### config.mk
export PLATFORM = sky130hd
export DESIGN_NAME = timer_pwm_dual_channel
export DESIGN_NICKNAME = d
export VERILOG_FILES = /design/src/timer_pwm_pkg.sv /design/src/timer_pwm_dual_channel.sv
export VERILOG_INCLUDE_DIRS = /design/src /design/src/src
export SDC_FILE = /design/constraint.sdc
export NUM_CORES = 1
export LEC_CHECK = 0
export ABC_AREA = 1
export BUFFER_PORTS_ARGS = -buffer_cell sky130_fd_sc_hd__clkbuf_2
export CAP_MARGIN = 15
export CELL_PAD_IN_SITES_DETAIL_PLACEMENT = 1
export CELL_PAD_IN_SITES_GLOBAL_PLACEMENT = 1
export CORE_UTILIZATION = 40
export DETAILED_ROUTE_END_ITERATION = 12
export HOLD_SLACK_MARGIN = 0.15
export PLACE_DENSITY = 0.79
export RECOVER_POWER = 50
export REMOVE_ABC_BUFFERS = 1
export SLEW_MARGIN = 20
export SYNTH_ARGS = -nofsm -noshare
export SYNTH_HDL_FRONTEND = slang
export SYNTH_SLANG_ARGS = --single-unit
### constraint.sdc
create_clock -name sys_clk_in -period 1.9 [get_ports sys_clk_in]
set_input_delay 0.19 -clock sys_clk_in [delete_from_list [all_inputs] [get_ports sys_clk_in]]
set_output_delay 0.19 -clock sys_clk_in [all_outputs]
set_load 0.02 [all_outputs]
### src/timer_pwm_regs.svh
// register indices, field positions, reset values and timing counts of the dual timer pwm block
`ifndef TIMER_PWM_REGS_SVH
`define TIMER_PWM_REGS_SVH

// ------------------------------------------------------------
// register indices (byte address is four times the index)
// ------------------------------------------------------------
`define IDX_CONTROL_B 10'h091
`define IDX_MODE 10'h080
`define IDX_RUN 10'h081
`define IDX_FLAGS 10'h082
`define IDX_COUNT_FIRST 10'h083
`define IDX_COUNT_SECOND 10'h084
`define IDX_RELOAD_FIRST 10'h085
`define IDX_RELOAD_SECOND 10'h086
`define IDX_PIN_STATUS 10'h087

// ------------------------------------------------------------
// timer_pwm_control_b fields
// ------------------------------------------------------------
`define CTRL_PWM_EN_SECOND 7
`define CTRL_PWM_EN_FIRST 6
`define CTRL_PSC_SECOND_LSB 3
`define CTRL_PSC_FIRST_LSB 0
`define CTRL_RESET 8'h24

// ------------------------------------------------------------
// timer_mode_register fields, per timer nibble {gate, c/t, mode[1:0]}
// ------------------------------------------------------------
`define MODE_FIELD_LSB 0
`define MODE_CT_BIT 2
`define MODE_GATE_BIT 3
`define MODE_NIBBLE 4
`define MODE_RESET 8'h00

// ------------------------------------------------------------
// run register fields
// ------------------------------------------------------------
`define RUN_FIRST_BIT 0
`define RUN_SECOND_BIT 1
`define RUN_TPS_LSB 4
`define RUN_RESET 8'h00

// ------------------------------------------------------------
// counter constants
// ------------------------------------------------------------
`define COUNT_MAX 8'hff
`define COUNT_ZERO 8'h00

`endif

### src/timer_pwm_pkg.sv
// types shared by the dual timer pwm block
`default_nettype none
package timer_pwm_pkg;

  typedef enum logic [1:0] {
    PWM_LOG_PRESCALE,
    PWM_LIN_PRESCALE,
    PWM_FREQ_GEN,
    PWM_SPLIT
  } pwm_mode_e;

  // state of one 8-bit pwm counter channel
  typedef struct packed {
    logic [7:0] cnt;
    logic [7:0] hid;
    logic lvl;
    logic ovf;
  } pwm_s;

  typedef struct packed {
    logic sel;
    logic en;
    logic wr;
    logic [11:0] addr;
    logic [31:0] wdata;
  } apb_req_s;

endpackage
`default_nettype wire

### src/timer_pwm_dual_channel.sv
// two 8-bit timer pwm channels with apb register access
//
// The APB register port was chosen for this implementation.
`include "timer_pwm_regs.svh"
`default_nettype none

module timer_pwm_dual_channel
  import timer_pwm_pkg::*;
#(
  parameter int TPS_WIDTH = 4
) (
  input wire logic sys_clk_in,
  input wire logic rstn_in,
  input wire logic ce_in,
  input wire logic psel_in,
  input wire logic penable_in,
  input wire logic pwrite_in,
  input wire logic [11:0] paddr_in,
  input wire logic [31:0] pwdata_in,
  output logic [31:0] prdata_out,
  output logic pready_out,
  output logic pslverr_out,
  input wire logic external_gate_input_first_in,
  input wire logic external_gate_input_second_in,
  input wire logic first_timer_pin_in,
  input wire logic second_timer_pin_in,
  output logic first_timer_pin_out,
  output logic first_timer_pin_oe_out,
  output logic second_timer_pin_out,
  output logic second_timer_pin_oe_out,
  output logic overflow_flag_first_out,
  output logic overflow_flag_second_out,
  output logic baud_tick_out
);

  // ------------------------------------------------------------
  // apb decode
  // ------------------------------------------------------------
  apb_req_s req;
  assign req = '{sel: psel_in, en: penable_in, wr: pwrite_in, addr: paddr_in, wdata: pwdata_in};

  wire [9:0] idx = req.addr[11:2];
  wire hit_ctrl = (idx == `IDX_CONTROL_B);
  wire hit_mode = (idx == `IDX_MODE);
  wire hit_run = (idx == `IDX_RUN);
  wire hit_flags = (idx == `IDX_FLAGS);
  wire hit_cnt0 = (idx == `IDX_COUNT_FIRST);
  wire hit_cnt1 = (idx == `IDX_COUNT_SECOND);
  wire hit_rel0 = (idx == `IDX_RELOAD_FIRST);
  wire hit_rel1 = (idx == `IDX_RELOAD_SECOND);
  wire hit_pins = (idx == `IDX_PIN_STATUS);
  wire mapped = hit_ctrl | hit_mode | hit_run | hit_flags | hit_cnt0 | hit_cnt1 | hit_rel0 | hit_rel1 | hit_pins;
  wire access = req.sel & req.en & ce_in;
  wire wr_ok = access & req.wr & mapped;
  wire setup = req.sel & ~req.en & ce_in;

  // zero wait states; the clock enable stalls the bus too
  assign pready_out = access;
  assign pslverr_out = access & ~mapped;

  // ------------------------------------------------------------
  // registers
  // ------------------------------------------------------------
  logic [7:0] control_b;
  logic [7:0] timer_mode_register;
  logic [7:0] run_reg;
  logic [1:0] flags;
  logic [7:0] count_low [2];
  logic [7:0] count_high [2];
  logic [7:0] reload_low [2];
  logic [7:0] reload_high [2];
  logic [7:0] hid_hi [2];
  logic [7:0] hid_split;
  logic [1:0] pin_lvl;

  wire [1:0] pwm_enable = {control_b[`CTRL_PWM_EN_SECOND], control_b[`CTRL_PWM_EN_FIRST]};
  wire [2:0] log_prescale_first = control_b[`CTRL_PSC_FIRST_LSB +: 3];
  wire [2:0] log_prescale_second = control_b[`CTRL_PSC_SECOND_LSB +: 3];
  wire [1:0] run_bits = {run_reg[`RUN_SECOND_BIT], run_reg[`RUN_FIRST_BIT]};
  wire [TPS_WIDTH-1:0] global_timer_prescale = run_reg[`RUN_TPS_LSB +: TPS_WIDTH];

  // ------------------------------------------------------------
  // pin synchronisers and run/gate qualification
  // ------------------------------------------------------------
  wire [3:0] raw_in = {second_timer_pin_in, first_timer_pin_in,
                       external_gate_input_second_in, external_gate_input_first_in};
  logic [3:0] clean_in;
  logic [1:0] run_ok;
  logic [2:0] psc [2];

  assign psc[0] = log_prescale_first;
  assign psc[1] = log_prescale_second;

  genvar g;
  generate
    for (g = 0; g < 4; g = g + 1) begin : g_sync
      logic s1, s2, s3;
      always_ff @(posedge sys_clk_in or negedge rstn_in) begin
        if (!rstn_in) begin
          s1 <= 1'b0;
          s2 <= 1'b0;
          s3 <= 1'b0;
          clean_in[g] <= 1'b0;
        end else if (ce_in) begin
          s1 <= raw_in[g];
          s2 <= s1;
          s3 <= s2;
          // a change counts only once two stages agree
          if (s2 == s3) begin
            clean_in[g] <= s3;
          end
        end
      end
    end
    for (g = 0; g < 2; g = g + 1) begin : g_run
      wire gate_bit = timer_mode_register[g*`MODE_NIBBLE + `MODE_GATE_BIT];
      assign run_ok[g] = run_bits[g] & (~gate_bit | clean_in[g]);
    end
  endgenerate

  wire [1:0] mode_first = timer_mode_register[`MODE_FIELD_LSB +: 2];
  wire [1:0] mode_second = timer_mode_register[`MODE_NIBBLE + `MODE_FIELD_LSB +: 2];
  pwm_mode_e sub_mode [2];
  assign sub_mode[0] = pwm_mode_e'(mode_first);
  assign sub_mode[1] = pwm_mode_e'(mode_second);
  wire split = pwm_enable[0] & (sub_mode[0] == PWM_SPLIT);

  // ------------------------------------------------------------
  // global prescaler
  // ------------------------------------------------------------
  logic [TPS_WIDTH-1:0] tps_cnt;
  wire tick = (tps_cnt == global_timer_prescale);

  always_ff @(posedge sys_clk_in or negedge rstn_in) begin
    if (!rstn_in) begin
      tps_cnt <= '0;
    end else if (ce_in) begin
      tps_cnt <= tick ? '0 : tps_cnt + 1'b1;
    end
  end

  // ------------------------------------------------------------
  // one pwm counter step
  // ------------------------------------------------------------
  function automatic pwm_s pwm_step(input logic [7:0] cnt, input logic [7:0] hid,
                                    input logic [7:0] duty, input logic lvl);
    pwm_s r;
    r.cnt = cnt + 8'h01;
    r.hid = hid;
    r.lvl = lvl;
    r.ovf = 1'b0;
    if (r.cnt == `COUNT_ZERO) begin
      r.hid = duty;
      r.lvl = (duty != `COUNT_ZERO);
      r.ovf = 1'b1;
    end else if (r.cnt == hid) begin
      r.lvl = 1'b0;
    end
    return r;
  endfunction

  // ------------------------------------------------------------
  // counting
  // ------------------------------------------------------------
  logic [7:0] next_low [2];
  logic [7:0] next_high [2];
  logic [7:0] next_hid_hi [2];
  logic [7:0] next_hid_split;
  logic [1:0] next_lvl;
  logic [1:0] ovf_set;
  logic baud_ovf;

  always_comb begin
    pwm_s st;
    logic [7:0] mask;
    st = '0;
    mask = '0;
    next_hid_split = hid_split;
    next_lvl = pin_lvl;
    ovf_set = 2'b00;
    baud_ovf = 1'b0;
    for (int i = 0; i < 2; i++) begin
      next_low[i] = count_low[i];
      next_high[i] = count_high[i];
      next_hid_hi[i] = hid_hi[i];
      // second timer in sub-mode 3 simply holds, as if run were clear
      if (pwm_enable[i] && run_ok[i] && tick) begin
        case (sub_mode[i])
          PWM_LOG_PRESCALE: begin
            mask = 8'((9'h002 << psc[i]) - 9'h001);
            next_low[i] = (count_low[i] + 8'h01) & mask;
            if ((count_low[i] & mask) == mask) begin
              st = pwm_step(count_high[i], hid_hi[i], reload_high[i], pin_lvl[i]);
              next_high[i] = st.cnt;
              next_hid_hi[i] = st.hid;
              next_lvl[i] = st.lvl;
              ovf_set[i] = st.ovf;
            end
          end
          PWM_LIN_PRESCALE: begin
            if (count_low[i] == `COUNT_MAX) begin
              next_low[i] = reload_low[i];
              st = pwm_step(count_high[i], hid_hi[i], reload_high[i], pin_lvl[i]);
              next_high[i] = st.cnt;
              next_hid_hi[i] = st.hid;
              next_lvl[i] = st.lvl;
              ovf_set[i] = st.ovf;
            end else begin
              next_low[i] = count_low[i] + 8'h01;
            end
          end
          PWM_FREQ_GEN: begin
            // reload bytes untouched here, free for software storage
            if (count_low[i] == `COUNT_MAX) begin
              next_low[i] = count_high[i];
              next_lvl[i] = ~pin_lvl[i];
              ovf_set[i] = 1'b1;
            end else begin
              next_low[i] = count_low[i] + 8'h01;
            end
          end
          PWM_SPLIT: begin
            if (i == 0) begin // index 1 parks here untouched
              st = pwm_step(count_low[0], hid_split, reload_low[0], pin_lvl[0]);
              next_low[0] = st.cnt;
              next_hid_split = st.hid;
              next_lvl[0] = st.lvl;
              ovf_set[0] = st.ovf;
            end
          end
          default: begin
            next_low[i] = count_low[i];
          end
        endcase
      end
    end
    // second timer overflow feeds the baud rate even while first timer is split
    if (pwm_enable[1] && (sub_mode[1] != PWM_SPLIT)) begin
      baud_ovf = ovf_set[1];
    end
    // split high channel: pure timer on second timer's run and enable, no gate
    if (split) begin
      ovf_set[1] = 1'b0;
      if (pwm_enable[1] && run_bits[1] && tick) begin
        st = pwm_step(count_high[0], hid_hi[0], reload_high[0], pin_lvl[1]);
        next_high[0] = st.cnt;
        next_hid_hi[0] = st.hid;
        next_lvl[1] = st.lvl;
        ovf_set[1] = st.ovf;
      end
    end
  end

  // ------------------------------------------------------------
  // register and counter update
  // ------------------------------------------------------------
  wire [1:0] hit_cnt = {hit_cnt1, hit_cnt0};
  wire [1:0] hit_rel = {hit_rel1, hit_rel0};

  always_ff @(posedge sys_clk_in or negedge rstn_in) begin
    if (!rstn_in) begin
      control_b <= `CTRL_RESET;
      timer_mode_register <= `MODE_RESET;
      run_reg <= `RUN_RESET;
      hid_split <= '0;
      pin_lvl <= '0;
    end else if (ce_in) begin
      if (wr_ok && hit_ctrl) begin
        control_b <= req.wdata[7:0];
      end
      if (wr_ok && hit_mode) begin
        timer_mode_register <= req.wdata[7:0];
      end
      if (wr_ok && hit_run) begin
        run_reg <= req.wdata[7:0];
      end
      hid_split <= next_hid_split;
      pin_lvl <= next_lvl;
    end
  end

  // flags: hardware set wins over a write-one clear in the same cycle
  always_ff @(posedge sys_clk_in or negedge rstn_in) begin
    if (!rstn_in) begin
      flags <= '0;
    end else if (ce_in) begin
      flags <= (flags & ~((wr_ok && hit_flags) ? req.wdata[1:0] : 2'b00)) | ovf_set;
    end
  end

  // software writes to the count take priority over counting
  generate
    for (g = 0; g < 2; g = g + 1) begin : g_cnt
      always_ff @(posedge sys_clk_in or negedge rstn_in) begin
        if (!rstn_in) begin
          count_low[g] <= '0;
          count_high[g] <= '0;
          reload_low[g] <= '0;
          reload_high[g] <= '0;
          hid_hi[g] <= '0;
        end else if (ce_in) begin
          count_low[g] <= (wr_ok && hit_cnt[g]) ? req.wdata[7:0] : next_low[g];
          count_high[g] <= (wr_ok && hit_cnt[g]) ? req.wdata[15:8] : next_high[g];
          if (wr_ok && hit_rel[g]) begin
            reload_low[g] <= req.wdata[7:0];
            reload_high[g] <= req.wdata[15:8];
          end
          hid_hi[g] <= next_hid_hi[g];
        end
      end
    end
  endgenerate

  // ------------------------------------------------------------
  // read data, captured in the setup cycle
  // ------------------------------------------------------------
  wire [31:0] rd_mux =
    hit_ctrl ? {24'h000000, control_b} :
    hit_mode ? {24'h000000, timer_mode_register} :
    hit_run ? {24'h000000, run_reg} :
    hit_flags ? {30'h00000000, flags} :
    hit_cnt0 ? {16'h0000, count_high[0], count_low[0]} :
    hit_cnt1 ? {16'h0000, count_high[1], count_low[1]} :
    hit_rel0 ? {16'h0000, reload_high[0], reload_low[0]} :
    hit_rel1 ? {16'h0000, reload_high[1], reload_low[1]} :
    hit_pins ? {28'h0000000, clean_in[3:2], pin_lvl} :
    32'h00000000;

  always_ff @(posedge sys_clk_in or negedge rstn_in) begin
    if (!rstn_in) begin
      prdata_out <= '0;
      baud_tick_out <= 1'b0;
    end else if (ce_in) begin
      if (setup && !req.wr) begin
        prdata_out <= rd_mux;
      end
      baud_tick_out <= baud_ovf;
    end
  end

  // ------------------------------------------------------------
  // pins
  // ------------------------------------------------------------
  // counter-select must be zero under pwm; the pin is driven regardless
  assign first_timer_pin_out = pin_lvl[0];
  assign first_timer_pin_oe_out = pwm_enable[0];
  assign second_timer_pin_out = pin_lvl[1];
  assign second_timer_pin_oe_out = pwm_enable[1] | (split & pwm_enable[1]);
  assign overflow_flag_first_out = flags[0];
  assign overflow_flag_second_out = flags[1];

endmodule // timer_pwm_dual_channel
`default_nettype wire

; ---- Word level (Yosys, flattened, before mapping)
; Index checks and enable logic that the tools add are counted.
[classes]
add_sub_neg = 7
eq_ne = 36
shift = 2
n_mux = 79
bitwise_logic = 35
n_reduce_logical = 47
[ops]
columns = operator, count
row1 = $mux W8, 27
row2 = $mux W16, 8
row3 = $eq A10 B8 Y1 const B, 9
row4 = $pmux W8 S2, 4
row5 = $eq A8 B8 Y1, 5
row6 = $add A8 B1 Y8 const B, 4
row7 = $and A8 B8 Y8, 4
row8 = $pmux W8 S4, 1
row9 = $mux W1, 31
row10 = $logic_not A8 Y1, 3
row11 = $pmux W8 S3, 1
row12 = $reduce_and A2 Y1, 12
row13 = $reduce_bool A8 Y1, 3
row14 = $eq A8 B8 Y1 const B, 2
row15 = $logic_and A1 B1 Y1, 16
row16 = $shl A2 B3 Y8 const A, 2
row17 = $sub A8 B1 Y8 const B, 2
row18 = $ne A2 B2 Y1 const B, 6
row19 = $and A1 B1 Y1, 11
row20 = $or A1 B1 Y1, 11
row21 = $reduce_and A5 Y1, 2
row22 = $mux W4, 2
row23 = $pmux W1 S4, 2
row24 = $eq A2 B2 Y1 const B, 3
row25 = 21 further kinds, 35
[totals]
ff_bits = 169
inputBits = 54
out_inout_bits = 41

; ---- Depth between registers and ports, before layout
; Gate-level depths: netlist (run 1).
[logic_depth]
word_depth = 15
mapped_depth = 20
depth_no_buf = 19

; ---- Worst setup path after synthesis (run 1)
; No wires, ideal clock.
[synth_timing]
path_kind = register to register
start = register count_high[9] (netlist name)
end = register hid_hi[14] (netlist name)
arrival_ps = 1846
setup_slack_ps = -63
path_stages_with_launch = 13
path_cell_list = dfrtp_1 -> ha_1 -> nand2_2 -> inv_2 -> nand2_2 -> nor2_2 -> xor2_1 -> nand3b_1 -> nor3_4 -> nand3_4 -> buf_6 -> nand2_1 -> o21ai_2
[synth_between]
elab_chain_cells = 8
[synth_lines]
columns = element, line_no
row1 = "start, declared", timer_pwm_dual_channel.sv:69  ; logic [7:0] count_high [2];
row2 = "start signal, assigned by index", timer_pwm_dual_channel.sv:303  ; count_high[g] <= (wr_ok && hit_cnt[g]) ? req.wdata[15:8] : next_high[g];
row3 = $add A8 B1 Y8 *, timer_pwm_dual_channel.sv:148  ; r.cnt = cnt + 8'h01;
row4 = $logic_not A8 Y1 (no source line) *, -
row5 = $mux W8 *, -
row6 = "$mux W8, on equally long branches", "timer_pwm_dual_channel.sv:201, timer_pwm_dual_channel.sv:192"
row7 = $pmux W8 S2, timer_pwm_dual_channel.sv:188  ; case (sub_mode[i])
row8 = $mux W8, timer_pwm_dual_channel.sv:187  ; if (pwm_enable[i] && run_ok[i] && tick) begin
row9 = $mux W8, timer_pwm_dual_channel.sv:244  ; if (pwm_enable[1] && run_bits[1] && tick) begin
row10 = $mux W8 *, timer_pwm_dual_channel.sv:242  ; if (split) begin
row11 = "end signal, assigned by index", timer_pwm_dual_channel.sv:308  ; hid_hi[g] <= next_hid_hi[g];
row12 = "end, declared", timer_pwm_dual_channel.sv:72  ; logic [7:0] hid_hi [2];
; Every way passes the cells marked *; elsewhere a longest branch is shown, timed or not.
; A chain may end at the register's enable or synchronous reset.

; ---- Worst setup path in the final report (run 1)
[layout_timing]
start = register run_reg[7]
end = register count_high[12] (netlist name)
[layout_between]
elab_chain_cells = 6
[layout_lines]
columns = element, line_no
row1 = "start, declared", timer_pwm_dual_channel.sv:66  ; logic [7:0] run_reg;
row2 = "start signal, assigned", timer_pwm_dual_channel.sv:264  ; run_reg <= `RUN_RESET;
row3 = "start signal, assigned", timer_pwm_dual_channel.sv:275  ; run_reg <= req.wdata[7:0];
row4 = $eq A4 B4 Y1 *, timer_pwm_dual_channel.sv:132  ; wire tick = (tps_cnt == global_timer_prescale);
row5 = $logic_and A1 B1 Y1, timer_pwm_dual_channel.sv:187
row6 = $mux W8, timer_pwm_dual_channel.sv:187
row7 = $mux W8, timer_pwm_dual_channel.sv:244
row8 = $mux W8 *, timer_pwm_dual_channel.sv:242
row9 = $mux W8 *, timer_pwm_dual_channel.sv:303
; Marked as above.

==> run_results.csv, run 1 <==
group,metric,value,unit
cts,cts.clk_slew.worst_paths,0.07,ns
floorplan,fp.dieW,158.2,um
cts,clockRootBuffer,"clkbuf_16",
timing,fmax,0.3979,GHz
timing,worst_pin_slew,1.234,ns
setup_path,cp.arrival,2.86,ns
finish,final_cell_mix,"nand2_1, buf_4, dfrtp_1",
drt,routed_via_density,6.070,
place,gp_congestion,0.9481,
cts,cts_sinks,153,
finish,final_common_cell,"nand2_1",
hold_path,hp-class,"input port to register",
finish,finish.instance_area,13890,um^2
outcome,status,"complete, but fails checks",
floorplan,die_h,158.2,um
timing,report.final.slew_viol_count,0,
yosys,synth_cell_type_count,55,
drt,drt_first_pass_iters,7,
power,leakage,6.705,nW
cts,cts_max_level,4,
finish,regArea,3834,um^2
run,maxCapViolCount,0,
setup_path,end_kind,"register",
yosys,synth_edf_count,0,
floorplan,core,23680,um^2
place,placed_area,11700,um^2
power,seq_power_share,0.405,
setup_path,path_buf_inv,2,
timing,maxSlewHeadroom,0.1770,
power,total_power,8.611,mW
floorplan,rows,56,
yosys,seq_area_frac_synth,0.3927,
place,io_buffers,60,
timing,setup_slack,-0.6129,ns
cts,clock_latency,0.46,ns
yosys,syn_area_per_cell,7.403,um^2
place,hpwl,28890,um
power,pwr-share-comb,0.138,
finish,multi_input_area,5877,um^2
global_route,antenna_found_initial,3,
cts,numCtsBuffers,17,
drt,postRouteAntennaNets,0,
cts,cts_tree,"built",
setup_path,crit_path_top_delay_cell,"dfrtp_1",
timing,final-setup-viol-count,61,
finish,area_growth,42.41,%
setup_path,critPathMaxStageDelay,0.41,ns
yosys,async_reset_ff_frac,1.000,
yosys,syn_inst,1318,
global_route,grt_pass1_wl,67050,um
timing,rsz0062_at_grt,"true",
outcome,violations,"negative setup slack",
drt,wl,49950,um
timing,fin_skew,0.01606,ns
power,power_density,619.7,nW/um^2
global_route,grtUsageTotal,0.3601,
floorplan,die_area,25020,um^2
timing,final-hold-violation-count,0,
setup_path,path_delay_family,"simple AND/OR/NAND/NOR gates",
timing,fin_crit,2.513,ns
finish,final_nets,1677,
setup_path,crit_chain,"xor2_1 -> nor3_2 -> nand2_2 -> buf_6 -> nor3_4 -> nand3_2 -> nand2_4 -> buf_8 -> a21oi_1 -> o21ai_1 -> nand2_1 -> o21ai_0",
power,ir_drop,0.4781,mV
setup_path,worstPathMaxFanout,8,
timing,post-route-period-util,1.323,
setup_path,start_kind,"register",
yosys,ys_ff_latch,153,
floorplan,initial_core_util,0.4120,
setup_path,critPathRequiredTime,2.25,ns
power,p_switching,2.458,mW
finish,drive_gt1_frac,0.3555,
drt,wl_per_cell,25.65,um
finish,nFillCells,2911,
yosys,synth_area,9757,um^2
global_route,grt_pass1_vias,11880,
power,internal-power,6.153,mW
global_route,grt.overflow.total,0,
drt,route.detailed.drc,0,
setup_path,setup.worst_path.class,"register to register",
global_route,grt_max_degree,40,
power,switching_share,0.2855,
floorplan,ios,95,
yosys,synth.yosys.warnings,0,
drt,vias,11820,
drt,drt_iter0_drc,1240,
yosys,synth_ff_type,"dfrtp_1",
power,p_clk_frac,0.458,
cts,cts.path.max_buffers,2,
==> power by group through the flow <==
| stage | registers (mW) | logic [mW] | clock network [mW] |
|---|---|---|---|
| after detailed placement | 3.52 | 0.937 | 0 |
| final | 3.48 | 1.18 | 3.94 |
| after global routing | 3.49 | 1.26 | 4.04 |
| after floorplan | 3.52 | 0.418 | 0 |
| after CTS | 3.47 | 1.07 | 3.88 |
| after global placement | 3.51 | 0.902 | 0 |
==> logic make-up (layout without fill, tap and decap cells) <==
logic type / after synthesis / after routing / synth area share
other: 1 / 18 / 0.0003843
AO/OA/AOI/OAI: 318 / 318 / 0.1918
adder cells (fa/ha/maj): 10 / 10 / 0.01282
flip-flops: 153 / 153 / 0.3927
XOR/XNOR: 25 / 25 / 0.02398
buffers and inverters: 214 / 506 / 0.09759
AND/OR/NAND/NOR: 597 / 598 / 0.2807
==> metal layers <==
layer,up-vias,track usage,routed length [um]
met5,-,0,12
met2,727,0.6115,24290
met4,2,0.2019,3170
li1,4913,-,-
met1,5920,0.4309,18290
met3,257,0.06132,4186
==> Yosys cell counts, types with 7 or more instances <==
master / instances / area share
nand4_1: 17 / 0.011
clkbuf_1: 14 / 0.0054
o21ai_1: 32 / 0.016
ha_1: 10 / 0.013
nor2_2: 15 / 0.0096
nor2_4: 7 / 0.0081
o21ai_2: 27 / 0.024
buf_4: 19 / 0.015
o211ai_1: 14 / 0.011
nand2_2: 16 / 0.010
xor2_1: 18 / 0.016
o22ai_1: 14 / 0.0090
buf_2: 10 / 0.0051
buf_6: 8 / 0.0092
o221ai_1: 12 / 0.011
o21ai_0: 151 / 0.077
nand2_1: 371 / 0.14
nor2_1: 68 / 0.026
nor3_1: 9 / 0.0046
inv_1: 148 / 0.057
a21oi_1: 44 / 0.023
nand3_1: 60 / 0.031
dfrtp_1: 151 / 0.39
inv_2: 11 / 0.0042
==> final cells by class <==
cell class | instances | share of cell area
clock inverter | 12 | 0.01432
multi-input combinational | 967 | 0.4230
antenna | 2 | 0.0003602
tap | 319 | 0.02873
sequential | 153 | 0.2759
clock buffer | 20 | 0.03215
timing repair buffer | 310 | 0.1792
inverter | 163 | 0.04584
timing repair inverter | 1 | 0.0005403
==> metrics by stage <==
| step | instances | util | setup TNS [ns] | setup slack [ns] | hold WS [ns] |
|---|---|---|---|---|---|
| after floorplan | 1282 | - | -13.78 | -0.6373 | -0.1056 |
| after global routing | 1946 | 0.5866 | -34.15 | -0.7120 | 0.2187 |
| final | 1947 | 0.5867 | -25.08 | -0.6129 | 0.1892 |
| after global placement | 1848 | 0.4940 | -3.655 | -0.2124 | 0.1538 |
| after detailed placement | 1848 | 0.4940 | -8.511 | -0.2617 | 0.1555 |
| after CTS | 1928 | 0.5613 | -6.066 | -0.2754 | 0.1818 |
==> final timing paths <==
kind,from,end,slack [ns],cells past startpoint
worst min register to register,g_sync[2].s2,g_sync[2].s2,0.47,2
max in group asynchronous,rstn_in,reload_high[9],0.08,3
worst min-delay path,pwrite_in,prdata_out[4],0.19,4
worst max-delay path,run_reg[7],count_high[12],-0.61,12
worst max register to register,run_reg[7],count_high[12],-0.61,12
min in group asynchronous,rstn_in,hid_hi[9],0.54,2
==> timing repair <==
| action | CTS | global route |
|---|---|---|
| setup endpoints to repair | 61 | 61 |
| gates cloned | 3 | 1 |
| buffers inserted | 27 | 16 |
| endpoints found under the hold margin | 179 | 0 |
| hold buffers | 20 | 0 |
| resized for setup | 177 | 120 |
| pin swaps | 66 | 87 |
==> tightest hold or removal path: stages <==
cell,delay (ns)
clkbuf_2,0.15
nor4_4,0.09
o21ai_0,0.10
o21ai_1,0.08
Power figures use the tool's default switching activity.
==> run 2: changes to the inputs <==
--- a/config.mk
+++ b/config.mk
@@ -11,12 +11,13 @@
 export CAP_MARGIN = 15
 export CELL_PAD_IN_SITES_DETAIL_PLACEMENT = 1
 export CELL_PAD_IN_SITES_GLOBAL_PLACEMENT = 1
-export CORE_UTILIZATION = 40
+export CORE_UTILIZATION = 35
 export DETAILED_ROUTE_END_ITERATION = 12
 export HOLD_SLACK_MARGIN = 0.15
-export PLACE_DENSITY = 0.79
+export PLACE_DENSITY = 0.71
 export RECOVER_POWER = 50
 export REMOVE_ABC_BUFFERS = 1
+export SETUP_SLACK_MARGIN = 0.2
 export SLEW_MARGIN = 20
 export SYNTH_ARGS = -nofsm -noshare
 export SYNTH_HDL_FRONTEND = slang
==> run 2 against run 1 <==
Effect of this change: the run still ends with negative setup slack left; clock skew down 0.0014 ns; global-route usage down 7.6 points; sequential power about the same; flip-flop and latch count unchanged; register-to-register slack better by 0.21 ns; setup slack better by 0.21 ns; first-iteration DRC count down 30%; clock power down 7.1%; combinational power about the same; non-clock buffer count up 12; cell count up 3.2%; utilization down 7.2 points; largest cell class unchanged.
==> run_results.csv, run 2 (synthesized netlist as in run 1, its figures left out) <==
group,metric,value,unit
outcome,status,"complete, but fails checks",
outcome,violations,"negative setup slack",
global_route,grt.overflow.total,0,
place,hpwl,29180,um
cts,cts.clk_slew.worst_paths,0.07,ns
place,io_buffers,60,
setup_path,worstPathMaxFanout,3,
global_route,antenna_found_initial,0,
timing,fin_skew,0.01468,ns
global_route,grt_pass1_wl,62440,um
finish,fin_cells,2009,
cts,clockRootBuffer,"clkbuf_16",
floorplan,fp.dieW,169.0,um
timing,fin_crit,2.303,ns
drt,vias,10700,
setup_path,critPathMaxStageDelay,0.38,ns
finish,regArea,3835,um^2
cts,cts_sinks,153,
floorplan,die_area,28550,um^2
setup_path,cp.arrival,2.62,ns
timing,final-setup-viol-count,61,
drt,wl_per_cell,20.68,um
cts,numCtsBuffers,17,
finish,multi_input_area,5834,um^2
drt,wl,41540,um
finish,finish.instance_area,13980,um^2
place,placed_area,11880,um^2
cts,cts.path.max_buffers,2,
power,internal-power,5.917,mW
setup_path,setup.worst_path.class,"register to register",
drt,routed_via_density,5.325,
setup_path,crit_path_top_delay_cell,"dfrtp_1",
drt,drt_iter0_drc,863,
global_route,top_usage_layer,"met2",
finish,area_growth,43.26,%
power,switching_share,0.2844,
setup_path,start_kind,"register",
timing,report.final.slew_viol_count,0,
power,ir_drop,0.5564,mV
setup_path,crit_top_cell,"nand2_1",
finish,drive_gt1_frac,0.3659,
timing,worst_pin_slew,1.006,ns
timing,setup_slack,-0.4033,ns
setup_path,critPathRequiredTime,2.22,ns
drt,postRouteAntennaNets,0,
setup_path,r2r_cells,14,
drt,route.detailed.drc,0,
cts,cts_max_level,4,
setup_path,rrSetupSlack,-0.40,ns
global_route,grtUsageMet3,0.03718,
power,power_density,591.6,nW/um^2
power,p_switching,2.352,mW
floorplan,die_h,169.0,um
timing,rsz0062_at_grt,"true",
finish,nFillCells,3349,
cts,clock_latency,0.44,ns
power,leakage,6.749,nW
power,pwr-share-comb,0.139,
timing,post-route-period-util,1.212,
timing,final-hold-violation-count,0,
timing,setup_tns,-10.85,ns
hold_path,whs_path_depth,3,
finish,final_nets,1688,
place,dp.cells,1913,
run,maxCapViolCount,0,
floorplan,ios,95,
power,p_clk_frac,0.443,
setup_path,end_kind,"register",
finish,final_common_cell,"nand2_1",
global_route,grtUsageMet1,0.3587,
floorplan,rows,60,
place,gp_congestion,0.9445,
floorplan,initial_core_util,0.3590,
floorplan,core,27180,um^2
cts,cts_tree,"built",
timing,holdWs,0.1760,ns
drt,drt_first_pass_iters,5,
timing,maxSlewHeadroom,0.3292,
hold_path,hp-class,"input port to register",
finish,num_antenna_cells,0,
global_route,grt_pass1_vias,11210,
setup_path,crit_chain,"or2_0 -> a21oi_1 -> nand2_1 -> buf_6 -> buf_6 -> inv_4 -> nand2_4 -> nor2_4 -> nand4_1 -> o21bai_4 -> o21ai_1 -> nand2_1 -> nand2_1 -> nand2_1",
global_route,grtUsageTotal,0.2841,
timing,fmax,0.4342,GHz
finish,final_cell_mix,"nand2_1, buf_4, dfrtp_1",
power,seq_power_share,0.418,
global_route,use_met2,0.4977,
power,total_power,8.269,mW
global_route,grt_max_degree,48,
run 2: area by class of cell:
cell class              instances  share of cell area
repair inverters                1           0.0005371
well taps                     372             0.03330
inverters                     163             0.04556
repair buffers                322              0.1857
clock buffers                  19             0.03097
flip-flops and latches        153              0.2744
clock inverters                13             0.01217
multi-input cells             966              0.4174
run 2: worst paths after layout:
path,startpoint,to
min,pwdata_in[11],reload_high[11]
max reg2reg,run_reg[5],pin_lvl[0]
max,run_reg[5],pin_lvl[0]
max in group asynchronous,rstn_in,g_sync[0].s1
min in group asynchronous,rstn_in,count_high[12]
min reg2reg,g_sync[0].s1,g_sync[0].s2
run 2: worst max-delay path, delay by kind of cell (launching register included):
family,cells,cell delay (ns)
AOI/OAI and AO/OA,3,0.55
buffers and inverters,3,0.31
DFF,1,0.38
and+or+nand+nor,8,0.95
run 2: what timing repair did:
action	4_1_cts	5_1_grt
cloned	1	2
endpoints found under the setup margin	61	63
buffers inserted	29	15
hold buffers	17	0
resized for setup	181	130
endpoints found under the hold margin	173	0
pin swaps	73	69
run 2: power by group through the flow:
| stage | combinational [mW] | sequential, mW | clock [mW] |
|---|---|---|---|
| final | 1.15 | 3.46 | 3.66 |
| after global placement | 0.917 | 3.51 | 0 |
| after detailed placement | 0.950 | 3.52 | 0 |
| after floorplan | 0.418 | 3.52 | 0 |
| after global routing | 1.25 | 3.47 | 3.80 |
| after CTS | 1.08 | 3.46 | 3.66 |
run 2: through the flow:
stage | setup WS (ns) | utilization
finish | -0.4033 | 0.5143
global route | -0.4430 | 0.5143
CTS | -0.2599 | 0.4913
detailed placement | -0.2695 | 0.4372
global placement | -0.2102 | 0.4372
floorplan | -0.6373 | -
run 2: layer usage:
metal,vias to the layer above,wire length [um]
met5,-,0
met2,299,21190
met4,0,1181
met1,5386,17480
met3,74,1691
li1,4938,-
